`config.mk`:
```
export PLATFORM = sky130hd
export DESIGN_NAME = qdac_device_flat
export DESIGN_NICKNAME = d
export VERILOG_FILES = /design/src/include/qdac_pkg.sv /design/src/include/qdac_link_if.sv /design/src/qdac_device.sv /design/src/flat_wrapper.sv
export VERILOG_INCLUDE_DIRS = /design/src /design/src/include
export SDC_FILE = /design/constraint.sdc
export NUM_CORES = 1
export LEC_CHECK = 0
export BUFFER_PORTS_ARGS = -buffer_cell sky130_fd_sc_hd__buf_2
export CAP_MARGIN = 20
export CELL_PAD_IN_SITES_DETAIL_PLACEMENT = 1
export CELL_PAD_IN_SITES_GLOBAL_PLACEMENT = 1
export CORE_MARGIN = 2
export CORE_UTILIZATION = 35
export CTS_CLUSTER_DIAMETER = 50
export DETAILED_ROUTE_END_ITERATION = 6
export GPL_TIMING_DRIVEN = 0
export PLACE_DENSITY = 0.67
export SETUP_SLACK_MARGIN = 0.3
export SYNTH_ARGS = -nofsm -noshare
export SYNTH_HDL_FRONTEND = slang
export SYNTH_SLANG_ARGS = --single-unit
```
`constraint.sdc`:
```
create_clock -name pclk -period 1.4 [get_ports pclk]
set_input_delay 0.14 -clock pclk [delete_from_list [all_inputs] [get_ports pclk]]
set_output_delay 0.14 -clock pclk [all_outputs]
set_load 0.05 [all_outputs]
```
`src/include/qdac_cfg.svh`:
```
// Purpose: offsets, field positions, reset values for the quad converter register link
// Assumes: one aligned 32-bit word per host register
// Notes: included by bare name
`ifndef QDAC_CFG_SVH
`define QDAC_CFG_SVH
// ==========================================================
// command word fields
`define QDAC_DATA_W 16
`define QDAC_CODE_MSB 15
`define QDAC_CODE_LSB 2
`define QDAC_RANGE_MSB 1
`define QDAC_TRIM_MSB 5
`define QDAC_CHAN_ALL 3'h4
`define QDAC_FN_IO_ADDR 3'h1
// ==========================================================
// function word bit positions
`define QDAC_FN_LGO_BIT 5
`define QDAC_FN_D1_DIR_BIT 4
`define QDAC_FN_D1_VAL_BIT 3
`define QDAC_FN_D0_DIR_BIT 2
`define QDAC_FN_D0_VAL_BIT 1
// ==========================================================
// reset values
`define QDAC_CODE_RST 14'h0000
`define QDAC_RANGE_RST 2'h0
`define QDAC_TRIM_RST 6'h00
// ==========================================================
// host register map (byte offsets)
`define QDAC_OFS_CMD 12'h000
`define QDAC_OFS_STATUS 12'h004
`define QDAC_CMD_DATA_LSB 0
`define QDAC_CMD_CHAN_LSB 16
`define QDAC_CMD_REG_LSB 19
`define QDAC_ST_DETECT_BIT 16
`endif

```
`src/include/qdac_pkg.sv`:
```
// Purpose: shared types of the quad converter register link
// Assumes: nothing
// Notes: numbers live in qdac_cfg.svh
package qdac_pkg;
  typedef logic [13:0] code_t;
  typedef logic [1:0] range_t;
  typedef logic signed [5:0] trim_t;
  typedef logic signed [6:0] adj_t;
  typedef logic [2:0] sel_t;
  typedef enum logic [2:0] {
    REG_FUNCTION = 3'h0,
    REG_CODE = 3'h2,
    REG_RANGE = 3'h3,
    REG_TRIM = 3'h4
  } reg_sel_e;
  typedef enum logic [1:0] {
    SPAN_10V = 2'h0,
    SPAN_10V2564 = 2'h1,
    SPAN_10V5263 = 2'h2,
    SPAN_BAD = 2'h3
  } span_e;
endpackage

```
`src/include/qdac_link_if.sv`:
```
// Purpose: decoded command link between host controller and converter logic
// Assumes: both ends on pclk
// Notes: one command per cmd_valid pulse, always accepted
`timescale 1ns/1ps
`default_nettype none
interface qdac_link_if;
  logic cmd_valid;
  logic [2:0] register_select_field;
  logic [2:0] channel_select_field;
  logic [15:0] cmd_data;
  logic [15:0] fn_readback;
  logic supply_detect;
  modport dev (
    input cmd_valid, register_select_field, channel_select_field, cmd_data,
    output fn_readback, supply_detect
  );
  modport host (
    output cmd_valid, register_select_field, channel_select_field, cmd_data,
    input fn_readback, supply_detect
  );
endinterface
`default_nettype wire

```
`src/qdac_device.sv`:
```
// Overview of operation
// register select 010 writes output code
// channel codes 0-3 one channel, 4 all
// code from data 15..2, bits 1..0 ignored
// register select 011 writes range, bits 1..0
// per-channel range: 00, 01, 10 spans
// register select 100 writes trim, bits 5..0
// trim is two's complement quarter steps
// trim moves both endpoints by half step
// clamp until supplies stable and code written
// low fault input clamps and disconnects outputs
// supply detector state on its own pin
// two general-purpose pins, host controlled
// direction bit set means output, default input
// input pin readback shows pin, writes ignored
// ground offset correction only while enabled
// broadcast write updates only the chosen register
//
// Purpose: converter-side register decode, output control and i/o port
// Assumes: commands arrive already deframed on the link, one per pulse
// Notes: analog parts are represented by gate and setting outputs
`timescale 1ns/1ps
`default_nettype none
`include "qdac_cfg.svh"
module qdac_device #(
  parameter int NCH = 4
) (
  input wire logic pclk,
  input wire logic presetn,
  qdac_link_if.dev link,
  input wire logic supply_stable,
  input wire logic supply_fault_input_n,
  input wire logic gp_pin_zero_in,
  input wire logic gp_pin_one_in,
  output logic gp_pin_zero_out,
  output logic gp_pin_zero_oe,
  output logic gp_pin_one_out,
  output logic gp_pin_one_oe,
  output qdac_pkg::code_t [NCH-1:0] channel_output_code,
  output qdac_pkg::range_t [NCH-1:0] channel_range_select,
  output qdac_pkg::trim_t [NCH-1:0] channel_gain_trim,
  output qdac_pkg::span_e [NCH-1:0] channel_span,
  output qdac_pkg::adj_t [NCH-1:0] pos_endpoint_adj,
  output qdac_pkg::adj_t [NCH-1:0] neg_endpoint_adj,
  output logic [NCH-1:0] amp_connect_gate,
  output logic [NCH-1:0] output_clamp_gate,
  output logic local_gnd_adjust_en,
  output logic supply_detect_output
);
  import qdac_pkg::*;

  // ==========================================================
  // input synchronisers
  // all four pin levels are asynchronous to pclk
  logic [3:0] pin_meta_r;
  logic [3:0] pin_sync_r;
  logic supply_ok;
  logic gp0_s;
  logic gp1_s;

  always_ff @(posedge pclk or negedge presetn) begin
    if (!presetn) begin
      pin_meta_r <= 4'h0;
      pin_sync_r <= 4'h0;
    end else begin
      pin_meta_r <= {gp_pin_one_in, gp_pin_zero_in, supply_fault_input_n, supply_stable};
      pin_sync_r <= pin_meta_r;
    end
  end

  // fault input low overrides the internal detector
  assign supply_ok = pin_sync_r[0] & pin_sync_r[1];
  assign gp0_s = pin_sync_r[2];
  assign gp1_s = pin_sync_r[3];

  // ==========================================================
  // command decode
  logic [NCH-1:0] hit;
  logic wr_code;
  logic wr_range;
  logic wr_trim;
  logic wr_io;

  always_comb begin
    hit = '0;
    if (link.channel_select_field == `QDAC_CHAN_ALL) begin
      hit = '1;
    end else if (link.channel_select_field < 3'(NCH)) begin
      hit[link.channel_select_field[1:0]] = 1'b1;
    end
  end

  assign wr_code = link.cmd_valid && (link.register_select_field == REG_CODE);
  assign wr_range = link.cmd_valid && (link.register_select_field == REG_RANGE);
  assign wr_trim = link.cmd_valid && (link.register_select_field == REG_TRIM);
  assign wr_io = link.cmd_valid && (link.register_select_field == REG_FUNCTION)
    && (link.channel_select_field == `QDAC_FN_IO_ADDR);

  // ==========================================================
  // per-channel settings
  // only the register named by the command changes, even on broadcast
  always_ff @(posedge pclk or negedge presetn) begin
    if (!presetn) begin
      channel_output_code <= {NCH{`QDAC_CODE_RST}};
      channel_range_select <= {NCH{`QDAC_RANGE_RST}};
      channel_gain_trim <= {NCH{`QDAC_TRIM_RST}};
    end else begin
      for (int i = 0; i < NCH; i++) begin
        if (wr_code && hit[i]) begin
          channel_output_code[i] <= link.cmd_data[`QDAC_CODE_MSB:`QDAC_CODE_LSB];
        end
        if (wr_range && hit[i]) begin
          channel_range_select[i] <= link.cmd_data[`QDAC_RANGE_MSB:0];
        end
        if (wr_trim && hit[i]) begin
          channel_gain_trim[i] <= link.cmd_data[`QDAC_TRIM_MSB:0];
        end
      end
    end
  end

  // ==========================================================
  // span decode and endpoint trim
  // endpoints are in eighth-lsb units: a quarter step split in half
  always_ff @(posedge pclk or negedge presetn) begin
    if (!presetn) begin
      channel_span <= {NCH{SPAN_10V}};
      pos_endpoint_adj <= '0;
      neg_endpoint_adj <= '0;
    end else begin
      for (int i = 0; i < NCH; i++) begin
        unique case (channel_range_select[i])
          2'h0: channel_span[i] <= SPAN_10V;
          2'h1: channel_span[i] <= SPAN_10V2564;
          2'h2: channel_span[i] <= SPAN_10V5263;
          2'h3: channel_span[i] <= SPAN_BAD;
        endcase
        // sign extension keeps -8..+7.75 intact; zero means untouched
        pos_endpoint_adj[i] <= adj_t'(channel_gain_trim[i]);
        neg_endpoint_adj[i] <= -adj_t'(channel_gain_trim[i]);
      end
    end
  end

  // ==========================================================
  // output clamp control
  // a brownout forgets earlier writes, so a fresh code is needed after it
  logic [NCH-1:0] code_valid_r;

  always_ff @(posedge pclk or negedge presetn) begin
    if (!presetn) begin
      code_valid_r <= '0;
    end else if (!supply_ok) begin
      code_valid_r <= '0;
    end else begin
      code_valid_r <= code_valid_r | (wr_code ? hit : '0);
    end
  end

  always_ff @(posedge pclk or negedge presetn) begin
    if (!presetn) begin
      amp_connect_gate <= '0;
      output_clamp_gate <= '1;
    end else begin
      // gating on supply_ok here too lets a fault clamp without waiting a cycle
      amp_connect_gate <= supply_ok ? code_valid_r : '0;
      output_clamp_gate <= supply_ok ? ~code_valid_r : '1;
    end
  end

  always_ff @(posedge pclk or negedge presetn) begin
    if (!presetn) begin
      supply_detect_output <= 1'b0;
    end else begin
      supply_detect_output <= pin_sync_r[0];
    end
  end

  // ==========================================================
  // general-purpose port and ground correction enable
  logic d0_dir_r;
  logic d1_dir_r;

  always_ff @(posedge pclk or negedge presetn) begin
    if (!presetn) begin
      d0_dir_r <= 1'b0;
      d1_dir_r <= 1'b0;
      gp_pin_zero_out <= 1'b0;
      gp_pin_one_out <= 1'b0;
      local_gnd_adjust_en <= 1'b0;
    end else if (wr_io) begin
      local_gnd_adjust_en <= link.cmd_data[`QDAC_FN_LGO_BIT];
      d0_dir_r <= link.cmd_data[`QDAC_FN_D0_DIR_BIT];
      d1_dir_r <= link.cmd_data[`QDAC_FN_D1_DIR_BIT];
      // value bits only count when the same word makes the pin an output
      if (link.cmd_data[`QDAC_FN_D0_DIR_BIT]) begin
        gp_pin_zero_out <= link.cmd_data[`QDAC_FN_D0_VAL_BIT];
      end
      if (link.cmd_data[`QDAC_FN_D1_DIR_BIT]) begin
        gp_pin_one_out <= link.cmd_data[`QDAC_FN_D1_VAL_BIT];
      end
    end
  end

  always_ff @(posedge pclk or negedge presetn) begin
    if (!presetn) begin
      gp_pin_zero_oe <= 1'b0;
      gp_pin_one_oe <= 1'b0;
    end else begin
      gp_pin_zero_oe <= d0_dir_r;
      gp_pin_one_oe <= d1_dir_r;
    end
  end

  // ==========================================================
  // readback toward the host
  logic [15:0] fn_rb_r;
  logic detect_rb_r;

  always_ff @(posedge pclk or negedge presetn) begin
    if (!presetn) begin
      fn_rb_r <= 16'h0000;
      detect_rb_r <= 1'b0;
    end else begin
      fn_rb_r <= 16'h0000;
      fn_rb_r[`QDAC_FN_LGO_BIT] <= local_gnd_adjust_en;
      fn_rb_r[`QDAC_FN_D1_DIR_BIT] <= d1_dir_r;
      fn_rb_r[`QDAC_FN_D0_DIR_BIT] <= d0_dir_r;
      fn_rb_r[`QDAC_FN_D1_VAL_BIT] <= d1_dir_r ? gp_pin_one_out : gp1_s;
      fn_rb_r[`QDAC_FN_D0_VAL_BIT] <= d0_dir_r ? gp_pin_zero_out : gp0_s;
      detect_rb_r <= pin_sync_r[0];
    end
  end

  assign link.fn_readback = fn_rb_r;
  assign link.supply_detect = detect_rb_r;
endmodule
`default_nettype wire

```
`src/flat_wrapper.sv`:
```
// flat-port wrapper written by rule: the top's interface ports become plain ports
module qdac_device_flat import qdac_pkg::*;
#(
  parameter int NCH = 4
)
  (pclk, presetn, supply_stable, supply_fault_input_n, gp_pin_zero_in, gp_pin_one_in, gp_pin_zero_out, gp_pin_zero_oe, gp_pin_one_out, gp_pin_one_oe, channel_output_code, channel_range_select, channel_gain_trim, channel_span, pos_endpoint_adj, neg_endpoint_adj, amp_connect_gate, output_clamp_gate, local_gnd_adjust_en, supply_detect_output, link_cmd_valid, link_register_select_field, link_channel_select_field, link_cmd_data, link_fn_readback, link_supply_detect);
  qdac_link_if link_i ();
  input wire logic pclk;
  input wire logic presetn;
  input wire logic supply_stable;
  input wire logic supply_fault_input_n;
  input wire logic gp_pin_zero_in;
  input wire logic gp_pin_one_in;
  output logic gp_pin_zero_out;
  output logic gp_pin_zero_oe;
  output logic gp_pin_one_out;
  output logic gp_pin_one_oe;
  output qdac_pkg::code_t [NCH-1:0] channel_output_code;
  output qdac_pkg::range_t [NCH-1:0] channel_range_select;
  output qdac_pkg::trim_t [NCH-1:0] channel_gain_trim;
  output qdac_pkg::span_e [NCH-1:0] channel_span;
  output qdac_pkg::adj_t [NCH-1:0] pos_endpoint_adj;
  output qdac_pkg::adj_t [NCH-1:0] neg_endpoint_adj;
  output logic [NCH-1:0] amp_connect_gate;
  output logic [NCH-1:0] output_clamp_gate;
  output logic local_gnd_adjust_en;
  output logic supply_detect_output;
  input wire logic [$bits(link_i.cmd_valid)-1:0] link_cmd_valid;
  input wire logic [$bits(link_i.register_select_field)-1:0] link_register_select_field;
  input wire logic [$bits(link_i.channel_select_field)-1:0] link_channel_select_field;
  input wire logic [$bits(link_i.cmd_data)-1:0] link_cmd_data;
  output wire logic [$bits(link_i.fn_readback)-1:0] link_fn_readback;
  output wire logic [$bits(link_i.supply_detect)-1:0] link_supply_detect;
  assign link_i.cmd_valid = link_cmd_valid;
  assign link_i.register_select_field = link_register_select_field;
  assign link_i.channel_select_field = link_channel_select_field;
  assign link_i.cmd_data = link_cmd_data;
  assign link_fn_readback = link_i.fn_readback;
  assign link_supply_detect = link_i.supply_detect;
  qdac_device #(.NCH(NCH)) u_core (.pclk(pclk), .presetn(presetn), .link(link_i), .supply_stable(supply_stable), .supply_fault_input_n(supply_fault_input_n), .gp_pin_zero_in(gp_pin_zero_in), .gp_pin_one_in(gp_pin_one_in), .gp_pin_zero_out(gp_pin_zero_out), .gp_pin_zero_oe(gp_pin_zero_oe), .gp_pin_one_out(gp_pin_one_out), .gp_pin_one_oe(gp_pin_one_oe), .channel_output_code(channel_output_code), .channel_range_select(channel_range_select), .channel_gain_trim(channel_gain_trim), .channel_span(channel_span), .pos_endpoint_adj(pos_endpoint_adj), .neg_endpoint_adj(neg_endpoint_adj), .amp_connect_gate(amp_connect_gate), .output_clamp_gate(output_clamp_gate), .local_gnd_adjust_en(local_gnd_adjust_en), .supply_detect_output(supply_detect_output));
endmodule
```
==> key figures, run 1 <==
Outcome
  • Status: finished with violations
  • Violated checks: negative hold slack

Floorplanning
  • Num rows: between 40 and 50
  • Die ar.: around 0.019 mm^2
  • Starting density of the core: a little over a third
  • I/O pins: between 200 and 250
  • Core area: 0.0178 mm^2
  • Chip Width: 138 um
  • Die H: 138 um

Placement
  • Placed cells: ~840
  • GP Congestion: 0.713
  • PortBufs: approximately 200
  • Worst slack, placed: -407 ps
  • Post-DP HPWL: about 11000 um

Critical path
  • Worst path arrival time: about 1600 ps
  • Critical path cell sequence: buf_4, inv_2, ha_4, nand2b_4, nor3_2, nor2_1
  • Crit Path Max Fanout: 4
  • Worst setup SP type: flop
  • Slowest stage cell, crit path: dfrtp_2
  • Worst path max stage delay: 440 ps
  • CP required: approximately 1700 ps
  • Kind of critical path: flop to flop
  • Setup crit end kind: flop

Global route
  • Global route overflow: 0
  • Met1 usage: 23.9%
  • Number of global-route vias before repair: around 5000
  • GRT met3 Usage: under 10%
  • Largest net degree at the start of global routing: 103
  • GR Util met2: a little over a third
  • Global-route wire length before repair: around 30000 um
  • Initial antenna violation count: 0
  • Gr busiest metal: met2
  • All-Layer GR Usage: about a fifth

Yosys
  • Post-synthesis cell count: 403
  • Dominant synthesized flop cell: dfrtp_1
  • Synth cell types: 34
  • Synthesized area per cell: 15.7 um^2
  • Mapped Area: between 0.006 and 0.007 mm^2
  • Yosys top cell area share: around two thirds
  • Synth Warn #: 0
  • Largest family of logic cells by synthesized area: multiplexers
  • Post-synthesis mux area share: between 10% and 20%
  • Largest area contributor in the netlist: dfrtp_1
  • Post-synthesis adder-cell area fraction: less than 1%
  • Synth area leaders: dfrtp_1, mux2_2, buf_4
  • Post-synthesis simple-gate area fraction: under 10%
  • Seq cells post-synth: roughly 180
  • Seq/Total Area, Yosys: approximately 69%
  • Compound-Gate Fraction of Synth Area: ~1.5%
  • Async SR Flop Fraction: between 90% and 100%
  • Synth Area in XOR/XNOR: under 10%
  • Post-synth EDFFs: 0

Clock network
  • CTS Hold Bufs: 14
  • # H-tree levels: 4
  • Worst skew pair latency: ~420 ps
  • CTS tree: done
  • Clock Pin Slew Worst Setup and Hold Paths: 70 ps
  • Clock Sink Count: about 180
  • Clock root buffer: clkbuf_16
  • Clock Tree Buf Depth: 2
  • CTS Buf Count: 17

Timing
  • TNS Setup: 0 ps
  • Worst Slack Setup Final: between 100 and 150 ps
  • Max Clock Skew: 6.91 ps
  • Worst-margin pin slew: about 570 ps
  • Hold_ws: -324 ps
  • Final setup fails: 0
  • Unrepaired setup endpoints after global routing: true
  • Final min period: ~1300 ps
  • Slew margin rel.: approximately 62%
  • Final Hold Fails: 73
  • Slew Viols, Final: 0
  • Tcrit/Tclk final: 89.4%
  • Fmax: approximately 800 MHz

Routing
  • Post-route ant nets: 0
  • DRC viols: 0
  • Iter 0 DRT Violations: 121
  • Vias: ~4500
  • WL final: roughly 20000 um
  • Pre-Repair DR Iteration Count: 4
  • Routed vias/inst: 4.55
  • Wire length per cell: 20.6 um

Min path
  • Hold Path Class: input pin to async pin

Final layout
  • Commonest cells after routing, fill and taps aside: buf_6, dfrtp_1, buf_4
  • Final Util: between 60 and 70%
  • Filler Cell Count: 1671
  • Fin nets: 779
  • Area growth from synthesis to layout: 73.4%
  • Multi-input logic area: ~0.0021 mm^2
  • Share of post-route cells with drive strength above 1: roughly two thirds
  • FF/Latch Area: between 0.004 and 0.005 mm^2
  • Commonest non-fill, non-tap cell in the layout: buf_6
  • Antenna diodes: 0
  • Final Non-Filler Cells: ~990

Flow run
  • Max-Cap Viols: 0

Power
  • Peak supply drop: 0.00125 V
  • LEAKAGE: 0.00534 uW
  • Power density over cell area: approximately 2000 mW/mm^2
power breakdown:
group	switching, uW	internal [uW]
clock	2110	2540
sequential	852	6180
combinational	5940	4010
state kept, by name (all words and copies together), names as in the netlist:
name                         count
u_core.channel_output_code      56
u_core.channel_gain_trim        24
u_core.neg_endpoint_adj         24
u_core.pos_endpoint_adj         24
u_core.channel_range_select      8
u_core.channel_span              8
u_core.link.fn_readback          5
u_core.amp_connect_gate          4
u_core.code_valid_r              4
u_core.output_clamp_gate         4
u_core.pin_meta_r                4
u_core.pin_sync_r                4
u_core.d0_dir_r                  1
u_core.d1_dir_r                  1
u_core.gp_pin_one_out            1
u_core.gp_pin_zero_out           1
u_core.local_gnd_adjust_en       1
u_core.supply_detect_output      1
worst max-delay path, delay by kind of cell (launching register included):
family,cells,cell delay [ps]
adders and majority gates,1,140
and+or+nand+nor,3,330
DFF,1,440
buffers and inverters,2,220
area by class of cell:
class                           instances  area share (%)
Sequential cell                       175            40.3
Timing Repair Buffer                  314            29.0
Multi-Input combinational cell        184            19.0
Clock buffer                           19            4.04
Buffer                                 39            3.31
Tap cell                              229            2.62
Clock inverter                         13            1.17
Inverter                               15           0.628
synth_stat cells (2+ instances only):
cell type  number
nand2_1        10
dfrtp_1       171
or3_1           3
o21a_1          3
nor3_2          4
nor3b_1         2
buf_2           4
clkbuf_1       10
ha_1            4
inv_1          15
a21bo_2         2
buf_4          25
dfstp_2         4
nor2_1          6
nand3_1         4
mux2_2         84
xnor2_1        11
mux2_1          9
a21oi_1         4
xor2_1          6
nor3_1          9
metal layers:
layer  share of wire, %  routed length (um)
met3                5.0                1010
met4               0.89                 181
met1                 40                8110
met5                  0                   0
met2                 54               11000
metrics by stage:
step,area (um^2),total power [uW]
floorplan,6720,12200
global placement,8000,13900
detailed placement,8030,14100
CTS,10400,21000
global route,11000,22400
finish,11000,21600
cells by family after synthesis:
logic type	Yosys count
DFF	175
adders and majority gates	4
xor gates and xnor gates	17
and+or+nand+nor	46
AOI/OAI and AO/OA	13
buffers and inverters	54
other	1
muxes	93
worst paths after layout:
kind	from	end	slack, ps	depth (start not counted)
setup reg to reg	u_core.channel_gain_trim[0]	u_core.neg_endpoint_adj[4]	150	6
max in group asynchronous	presetn	u_core.channel_gain_trim[16]	800	2
setup / recovery	u_core.channel_gain_trim[0]	u_core.neg_endpoint_adj[4]	150	6
min in group pclk	link_cmd_data[0]	u_core.channel_gain_trim[18]	140	2
hold reg to reg	u_core.pin_meta_r[0]	u_core.pin_sync_r[0]	350	0
hold / removal	presetn	u_core.pin_meta_r[0]	-320	1
repair_timing:
action	CTS	global route
gates cloned	1	2
pin swaps	5	14
setup endpoints to repair	213	242
setup buffers	56	42
hold endpoints to repair	107	73
resized for setup	387	50
Power figures use the tool's default switching activity.
==> run 2: changes to the inputs <==
--- a/config.mk
+++ b/config.mk
@@ -17,4 +17,5 @@
 export GPL_TIMING_DRIVEN = 0
 export PLACE_DENSITY = 0.67
+export RECOVER_POWER = 100
 export SETUP_SLACK_MARGIN = 0.3
 export SYNTH_ARGS = -nofsm -noshare
==> constraint.sdc (replaced) <==
create_clock -name pclk -period 1.4 [get_ports pclk]
set_input_delay 0.21 -clock pclk [delete_from_list [all_inputs] [get_ports pclk]]
set_output_delay 0.21 -clock pclk [all_outputs]
set_load 0.05 [all_outputs]
==> run 2 against run 1 <==
  * The run now ends clean
  * Setup slack got worse by 92 ps
  * Global-route usage rose by 0.93 points
  * Utilization fell by 7.9 points
  * Via count rose by 0.49%
  * Combinational power fell by 17%
  * Critical path depth fell by 1
  * Non-clock buffer count fell by 3
  * Clock power rose by 12%
  * Critical endpoint is now u_core.channel_gain_trim[0]
==> key figures, run 2 (synthesis results as in run 1) <==
Floorplanning
  • Num rows: 49
  • I/O pins: ~210
  • Die ar.: approximately 0.019 mm^2
  • Starting density of the core: 35.4%
  • Die H: ~140 um
  • Core area: 0.0178 mm^2
  • Chip Width: roughly 140 um

Routing
  • Post-route ant nets: 0
  • Vias: about 4500
  • Wire length per cell: around 21 um
  • DRC viols: 0
  • Pre-Repair DR Iteration Count: 4
  • Routed vias/inst: between 4 and 5
  • WL final: approximately 21000 um
  • Iter 0 DRT Violations: roughly 140

Clock network
  • CTS Buf Count: 17
  • Clock root buffer: clkbuf_16
  • Clock Tree Buf Depth: 2
  • Worst skew pair latency: 420 ps
  • CTS Hold Bufs: 4
  • CTS tree: done
  • # H-tree levels: 4
  • Clock Sink Count: 175
  • Clock Pin Slew Worst Setup and Hold Paths: 60 ps

Placement
  • Worst slack, placed: -485 ps
  • Post-DP HPWL: around 11000 um
  • PortBufs: between 150 and 200
  • GP Congestion: 0.713
  • Placed Area: between 0.008 and 0.009 mm^2

Global route
  • Global-route wire length before repair: roughly 31000 um
  • Initial antenna violation count: 0
  • Largest net degree at the start of global routing: between 90 and 100
  • All-Layer GR Usage: between 20% and 30%
  • Global route overflow: 0
  • Number of global-route vias before repair: between 5000 and 6000

Critical path
  • Crit Path Max Fanout: 6
  • Setup crit end kind: flop
  • Slowest stage cell, crit path: or3_1
  • FF-to-FF path depth: 4
  • Worst setup SP type: input pin
  • Worst path arrival time: between 1500 and 2000 ps
  • Worst path max stage delay: 450 ps
  • R2r startpoint: u_core.channel_gain_trim[14]
  • Kind of critical path: input pin to flop
  • Critical path cell sequence: clkbuf_1, nand4bb_1, or3_1, buf_2, mux2_4
  • Setup crit start: link_register_select_field[0]
  • CP required: between 1500 and 2000 ps

Timing
  • TNS Setup: 0 ps
  • Tcrit/Tclk final: between 90% and 100%
  • Max Clock Skew: 8.03 ps
  • Worst Slack Setup Final: around 56 ps
  • Slew margin rel.: 24.1%
  • Worst-margin pin slew: 1140 ps
  • Unrepaired setup endpoints after global routing: true
  • Final Hold Fails: 0
  • Slew Viols, Final: 0
  • Final min period: 1340 ps
  • Final setup fails: 0
  • Fmax: 744 MHz

Final layout
  • Largest Register: u_core.channel_output_code
  • Final Util: ~53%
  • Commonest cells after routing, fill and taps aside: dfrtp_1, clkbuf_2, buf_4
  • Fin nets: 776
  • Max reg flops: 56
  • Antenna diodes: 0
  • Commonest non-fill, non-tap cell in the layout: dfrtp_1
  • Final instance area: around 0.0095 mm^2
  • Area growth from synthesis to layout: 51.0%
  • Share of post-route cells with drive strength above 1: between 60% and 70%

Power
  • LEAKAGE: between 0.004 and 0.005 uW
  • Clock power share: between 20 and 30%
  • Gate power share: 40.8%
  • Peak supply drop: 0.00107 V
  • P_int: 11600 uW
  • Switching share of power: a little over two fifths
  • Power density over cell area: 2120 mW/mm^2
  • Part of the power in registers: 33.4%
  • Switching power: ~8600 uW

Flow run
  • Max-Cap Viols: 0

Outcome
  • Status: finished clean

Min path
  • Hold Path Class: input pin to async pin
run 2: layout make-up:
| cell class | instances | area [um^2] |
|---|---|---|
| tap | 229 | 287 |
| clock buffer | 20 | 457 |
| inverter | 15 | 71.3 |
| clock inverter | 12 | 179 |
| sequential | 175 | 4410 |
| buffer | 39 | 345 |
| fill | 1895 | 8300 |
| timing repair buffer | 311 | 1880 |
| multi-input combinational | 184 | 1900 |
run 2: critical path: cells and delay by family:
family,cells,cell delay [ps]
and+or+nand+nor,2,850
muxes,1,310
buffers and inverters,2,280
run 2: what timing repair did:
item,4_1_cts,5_1_grt
endpoints found under the setup margin,251,238
gates resized for setup,405,52
endpoints found under the hold margin,85,81
pin swaps,9,14
gates cloned,2,1
buffers inserted,69,36
run 2: routing by layer:
layer  GRT usage, %  part of all wire [%]
met1           25.1                    39
met2           37.7                    55
met3           6.23                   5.2
met4           4.62                  0.97
met5              0                     0
run 2: worst paths after layout:
path | end | slack, ps
hold reg to reg | u_core.pin_sync_r[2] | 350
max in group asynchronous | u_core.channel_gain_trim[17] | 310
setup reg to reg | u_core.neg_endpoint_adj[19] | 90
hold / removal | u_core.pin_meta_r[0] | 3
setup / recovery | u_core.channel_gain_trim[0] | 60
min in group pclk | u_core.channel_output_code[21] | 60
run 2: power by group through the flow:
stage	sequential (uW)	combinational, uW	clock, uW
floorplan	10700	1560	0
global placement	6890	7050	0
detailed placement	6940	7150	0
CTS	6960	9500	5270
global route	6880	8600	5520
finish	6760	8250	5210
run 2: per-stage QoR:
stage          cells  hold slack (ps)  power [uW]
2_1_floorplan    413            -85.6       12200
3_3_place_gp     840              321       13900
3_5_place_dp     841              241       14100
4_1_cts          948             -219       21700
5_1_grt          985             62.2       21000
6_report         985             2.95       20200
==> run 3: changes to the inputs <==
- BUFFER_PORTS_ARGS: -buffer_cell sky130_fd_sc_hd__buf_2 -> not set
- DONT_BUFFER_PORTS: not set -> 1
- PLACE_DENSITY: 0.67 -> 0.54
==> run 3 against run 2 <==
  * Hold slack worse by 530 ps
  * Die area did not move
  * Clock skew barely moved
  * Clock power is 5.6% lower
  * Flip-flop and latch count stayed put
  * Combinational power decreased by 75%
  * First-iteration DRC count fell by 33%
  * Total power down 9.8%
  * Sequential share of layout area increased by 9.1 points
  * The run now ends with negative hold slack left
  * Register-to-register slack barely moved
  * Wire length shrank 28%
==> key figures, run 3 (synthesis results as in run 1) <==
Outcome
  • Status: finished with violations
  • Violated checks: negative hold slack

Final layout
  • Max reg flops: 56
  • Area growth from synthesis to layout: 32.0%
  • Fin nets: 496
  • Largest Register: u_core.channel_output_code
  • Final Util: 46.7%
  • Final instance area: roughly 0.0083 mm^2
  • Commonest non-fill, non-tap cell in the layout: dfrtp_2
  • Commonest cells after routing, fill and taps aside: dfrtp_2, mux2_2, mux2_4
  • Share of post-route cells with drive strength above 1: between 70% and 80%

Routing
  • DRC viols: 0
  • Pre-Repair DR Iteration Count: 4
  • Post-route ant nets: 0
  • Wire length per cell: roughly 21 um
  • WL final: about 15000 um
  • Routed vias/inst: ~4.8
  • Vias: between 3000 and 4000
  • Iter 0 DRT Violations: 96

Critical path
  • Kind of critical path: flop to primary output
  • Critical path cell sequence: buf_8
  • Worst path max stage delay: 540 ps
  • Worst setup SP type: flop
  • Setup crit start: u_core.pos_endpoint_adj[21]
  • Worst path arrival time: roughly 1200 ps
  • Largest delay share family, worst path: flip-flops
  • Slowest stage cell, crit path: dfrtp_2
  • R2r startpoint: u_core.channel_gain_trim[18]
  • CP required: approximately 1200 ps
  • Setup crit end kind: primary output
  • Crit path buffers/inverters: 1
  • Crit Path Max Fanout: 2

Timing
  • Max Clock Skew: ~8.3 ps
  • Worst-margin pin slew: between 500 and 600 ps
  • Slew Viols, Final: 0
  • Hold_ws: -523 ps
  • Tcrit/Tclk final: approximately 98%
  • Final min period: 1370 ps
  • Worst Slack Setup Final: between 30 and 40 ps
  • Final setup fails: 0
  • Unrepaired setup endpoints after global routing: true
  • Slew margin rel.: 60.6%
  • Fmax: 732 MHz
  • Final Hold Fails: roughly 180

Global route
  • Number of global-route vias before repair: ~3700
  • Global-route wire length before repair: 23500 um
  • All-Layer GR Usage: between 15 and 20%
  • Global route overflow: 0
  • Initial antenna violation count: 1
  • Largest net degree at the start of global routing: around 180

Clock network
  • # H-tree levels: 4
  • CTS Buf Count: 17
  • CTS Hold Bufs: 20
  • Clock root buffer: clkbuf_16
  • Worst skew pair latency: around 420 ps
  • Clock Pin Slew Worst Setup and Hold Paths: ~70 ps
  • CTS tree: done
  • Clock Sink Count: approximately 180
  • Clock Tree Buf Depth: 2

Placement
  • Placed Area: 0.00701 mm^2
  • GP Congestion: 0.707
  • PortBufs: 0
  • Post-DP HPWL: around 9600 um
  • Worst slack, placed: -395 ps

Floorplanning
  • Chip Width: 138 um
  • I/O pins: roughly 210
  • Starting density of the core: a little over a third
  • Core area: 0.0178 mm^2
  • Die H: between 100 and 150 um
  • Num rows: between 40 and 50
  • Die ar.: about 0.019 mm^2

Power
  • Switching power: just under 8000 uW
  • Power density over cell area: between 2000 and 2500 mW/mm^2
  • Switching share of power: 42.5%
  • LEAKAGE: approximately 0.0035 uW
  • P_int: 10500 uW
  • Clock power share: around 27%
  • Part of the power in registers: slightly above 60%
  • Gate power share: 11.2%
  • Peak supply drop: a little under 0.001 V

Min path
  • Hold Path Class: input pin to async pin

Flow run
  • Max-Cap Viols: 0
==> run 3: changes by cell type in the layout (fill, tap and decap cells not counted), sizes merged <==
cell,change
clkinvlp,+2
clkbuf,-160
buf,-135
dlygate4sd3,+16
bufinv,-1
clkinv,-2
diode,+1
==> run 3: worst paths after layout <==
path | end | depth (start not counted) | slack [ps]
max | pos_endpoint_adj[21] | 1 | 30
min | u_core.pin_sync_r[1] | 0 | -520
max reg2reg | u_core.neg_endpoint_adj[25] | 4 | 100
min reg2reg | u_core.pin_sync_r[3] | 0 | 350
max in group asynchronous | u_core.channel_gain_trim[13] | 0 | 1590
min in group pclk | u_core.gp_pin_zero_out | 2 | 40
==> run 3: final cells by class <==
| class | instances | area (um^2) |
|---|---|---|
| sequential | 175 | 4610 |
| clock inverter | 11 | 154 |
| fill | 1722 | 9510 |
| inverter | 15 | 66.3 |
| buffer | 39 | 379 |
| clock buffer | 21 | 460 |
| multi-input combinational | 184 | 2060 |
| timing repair buffer | 31 | 313 |
| tap | 229 | 287 |
| antenna | 1 | 2.50 |
==> run 3: power groups by stage <==
stage / combinational [uW] / clock (uW) / sequential (uW)
6_report: 2050 / 4920 / 11300
3_3_place_gp: 1660 / 0 / 11000
3_5_place_dp: 1720 / 0 / 11100
2_1_floorplan: 1560 / 0 / 10700
4_1_cts: 1970 / 5080 / 11300
5_1_grt: 2220 / 5310 / 11400
==> run 3: metal layers <==
metal,routed length [um],part of all wire [%],vias up,global-route usage (%)
met5,0,0,-,0
met4,176,1.2,0,5.42
met3,1150,7.6,12,6.89
met2,7470,50,122,25.8
met1,6210,41,1790,19.6
li1,-,-,1443,-
==> run 3: what timing repair did <==
action	CTS	global route
endpoints found under the hold margin	270	175
buffers inserted	7	4
gates resized for setup	189	27
pin swaps	10	6
endpoints found under the setup margin	224	196
==> run 3: through the flow <==
stage | std cells | hold WS, ps | setup TNS (ps) | total power, uW
finish | 706 | -523 | 0 | 18300
global route | 705 | -552 | -36.8 | 19000
CTS | 701 | -544 | 0 | 18400
detailed placement | 642 | -80.5 | -12420 | 12800
global placement | 642 | -79.5 | -11010 | 12700
floorplan | 413 | -85.6 | -2970 | 12200
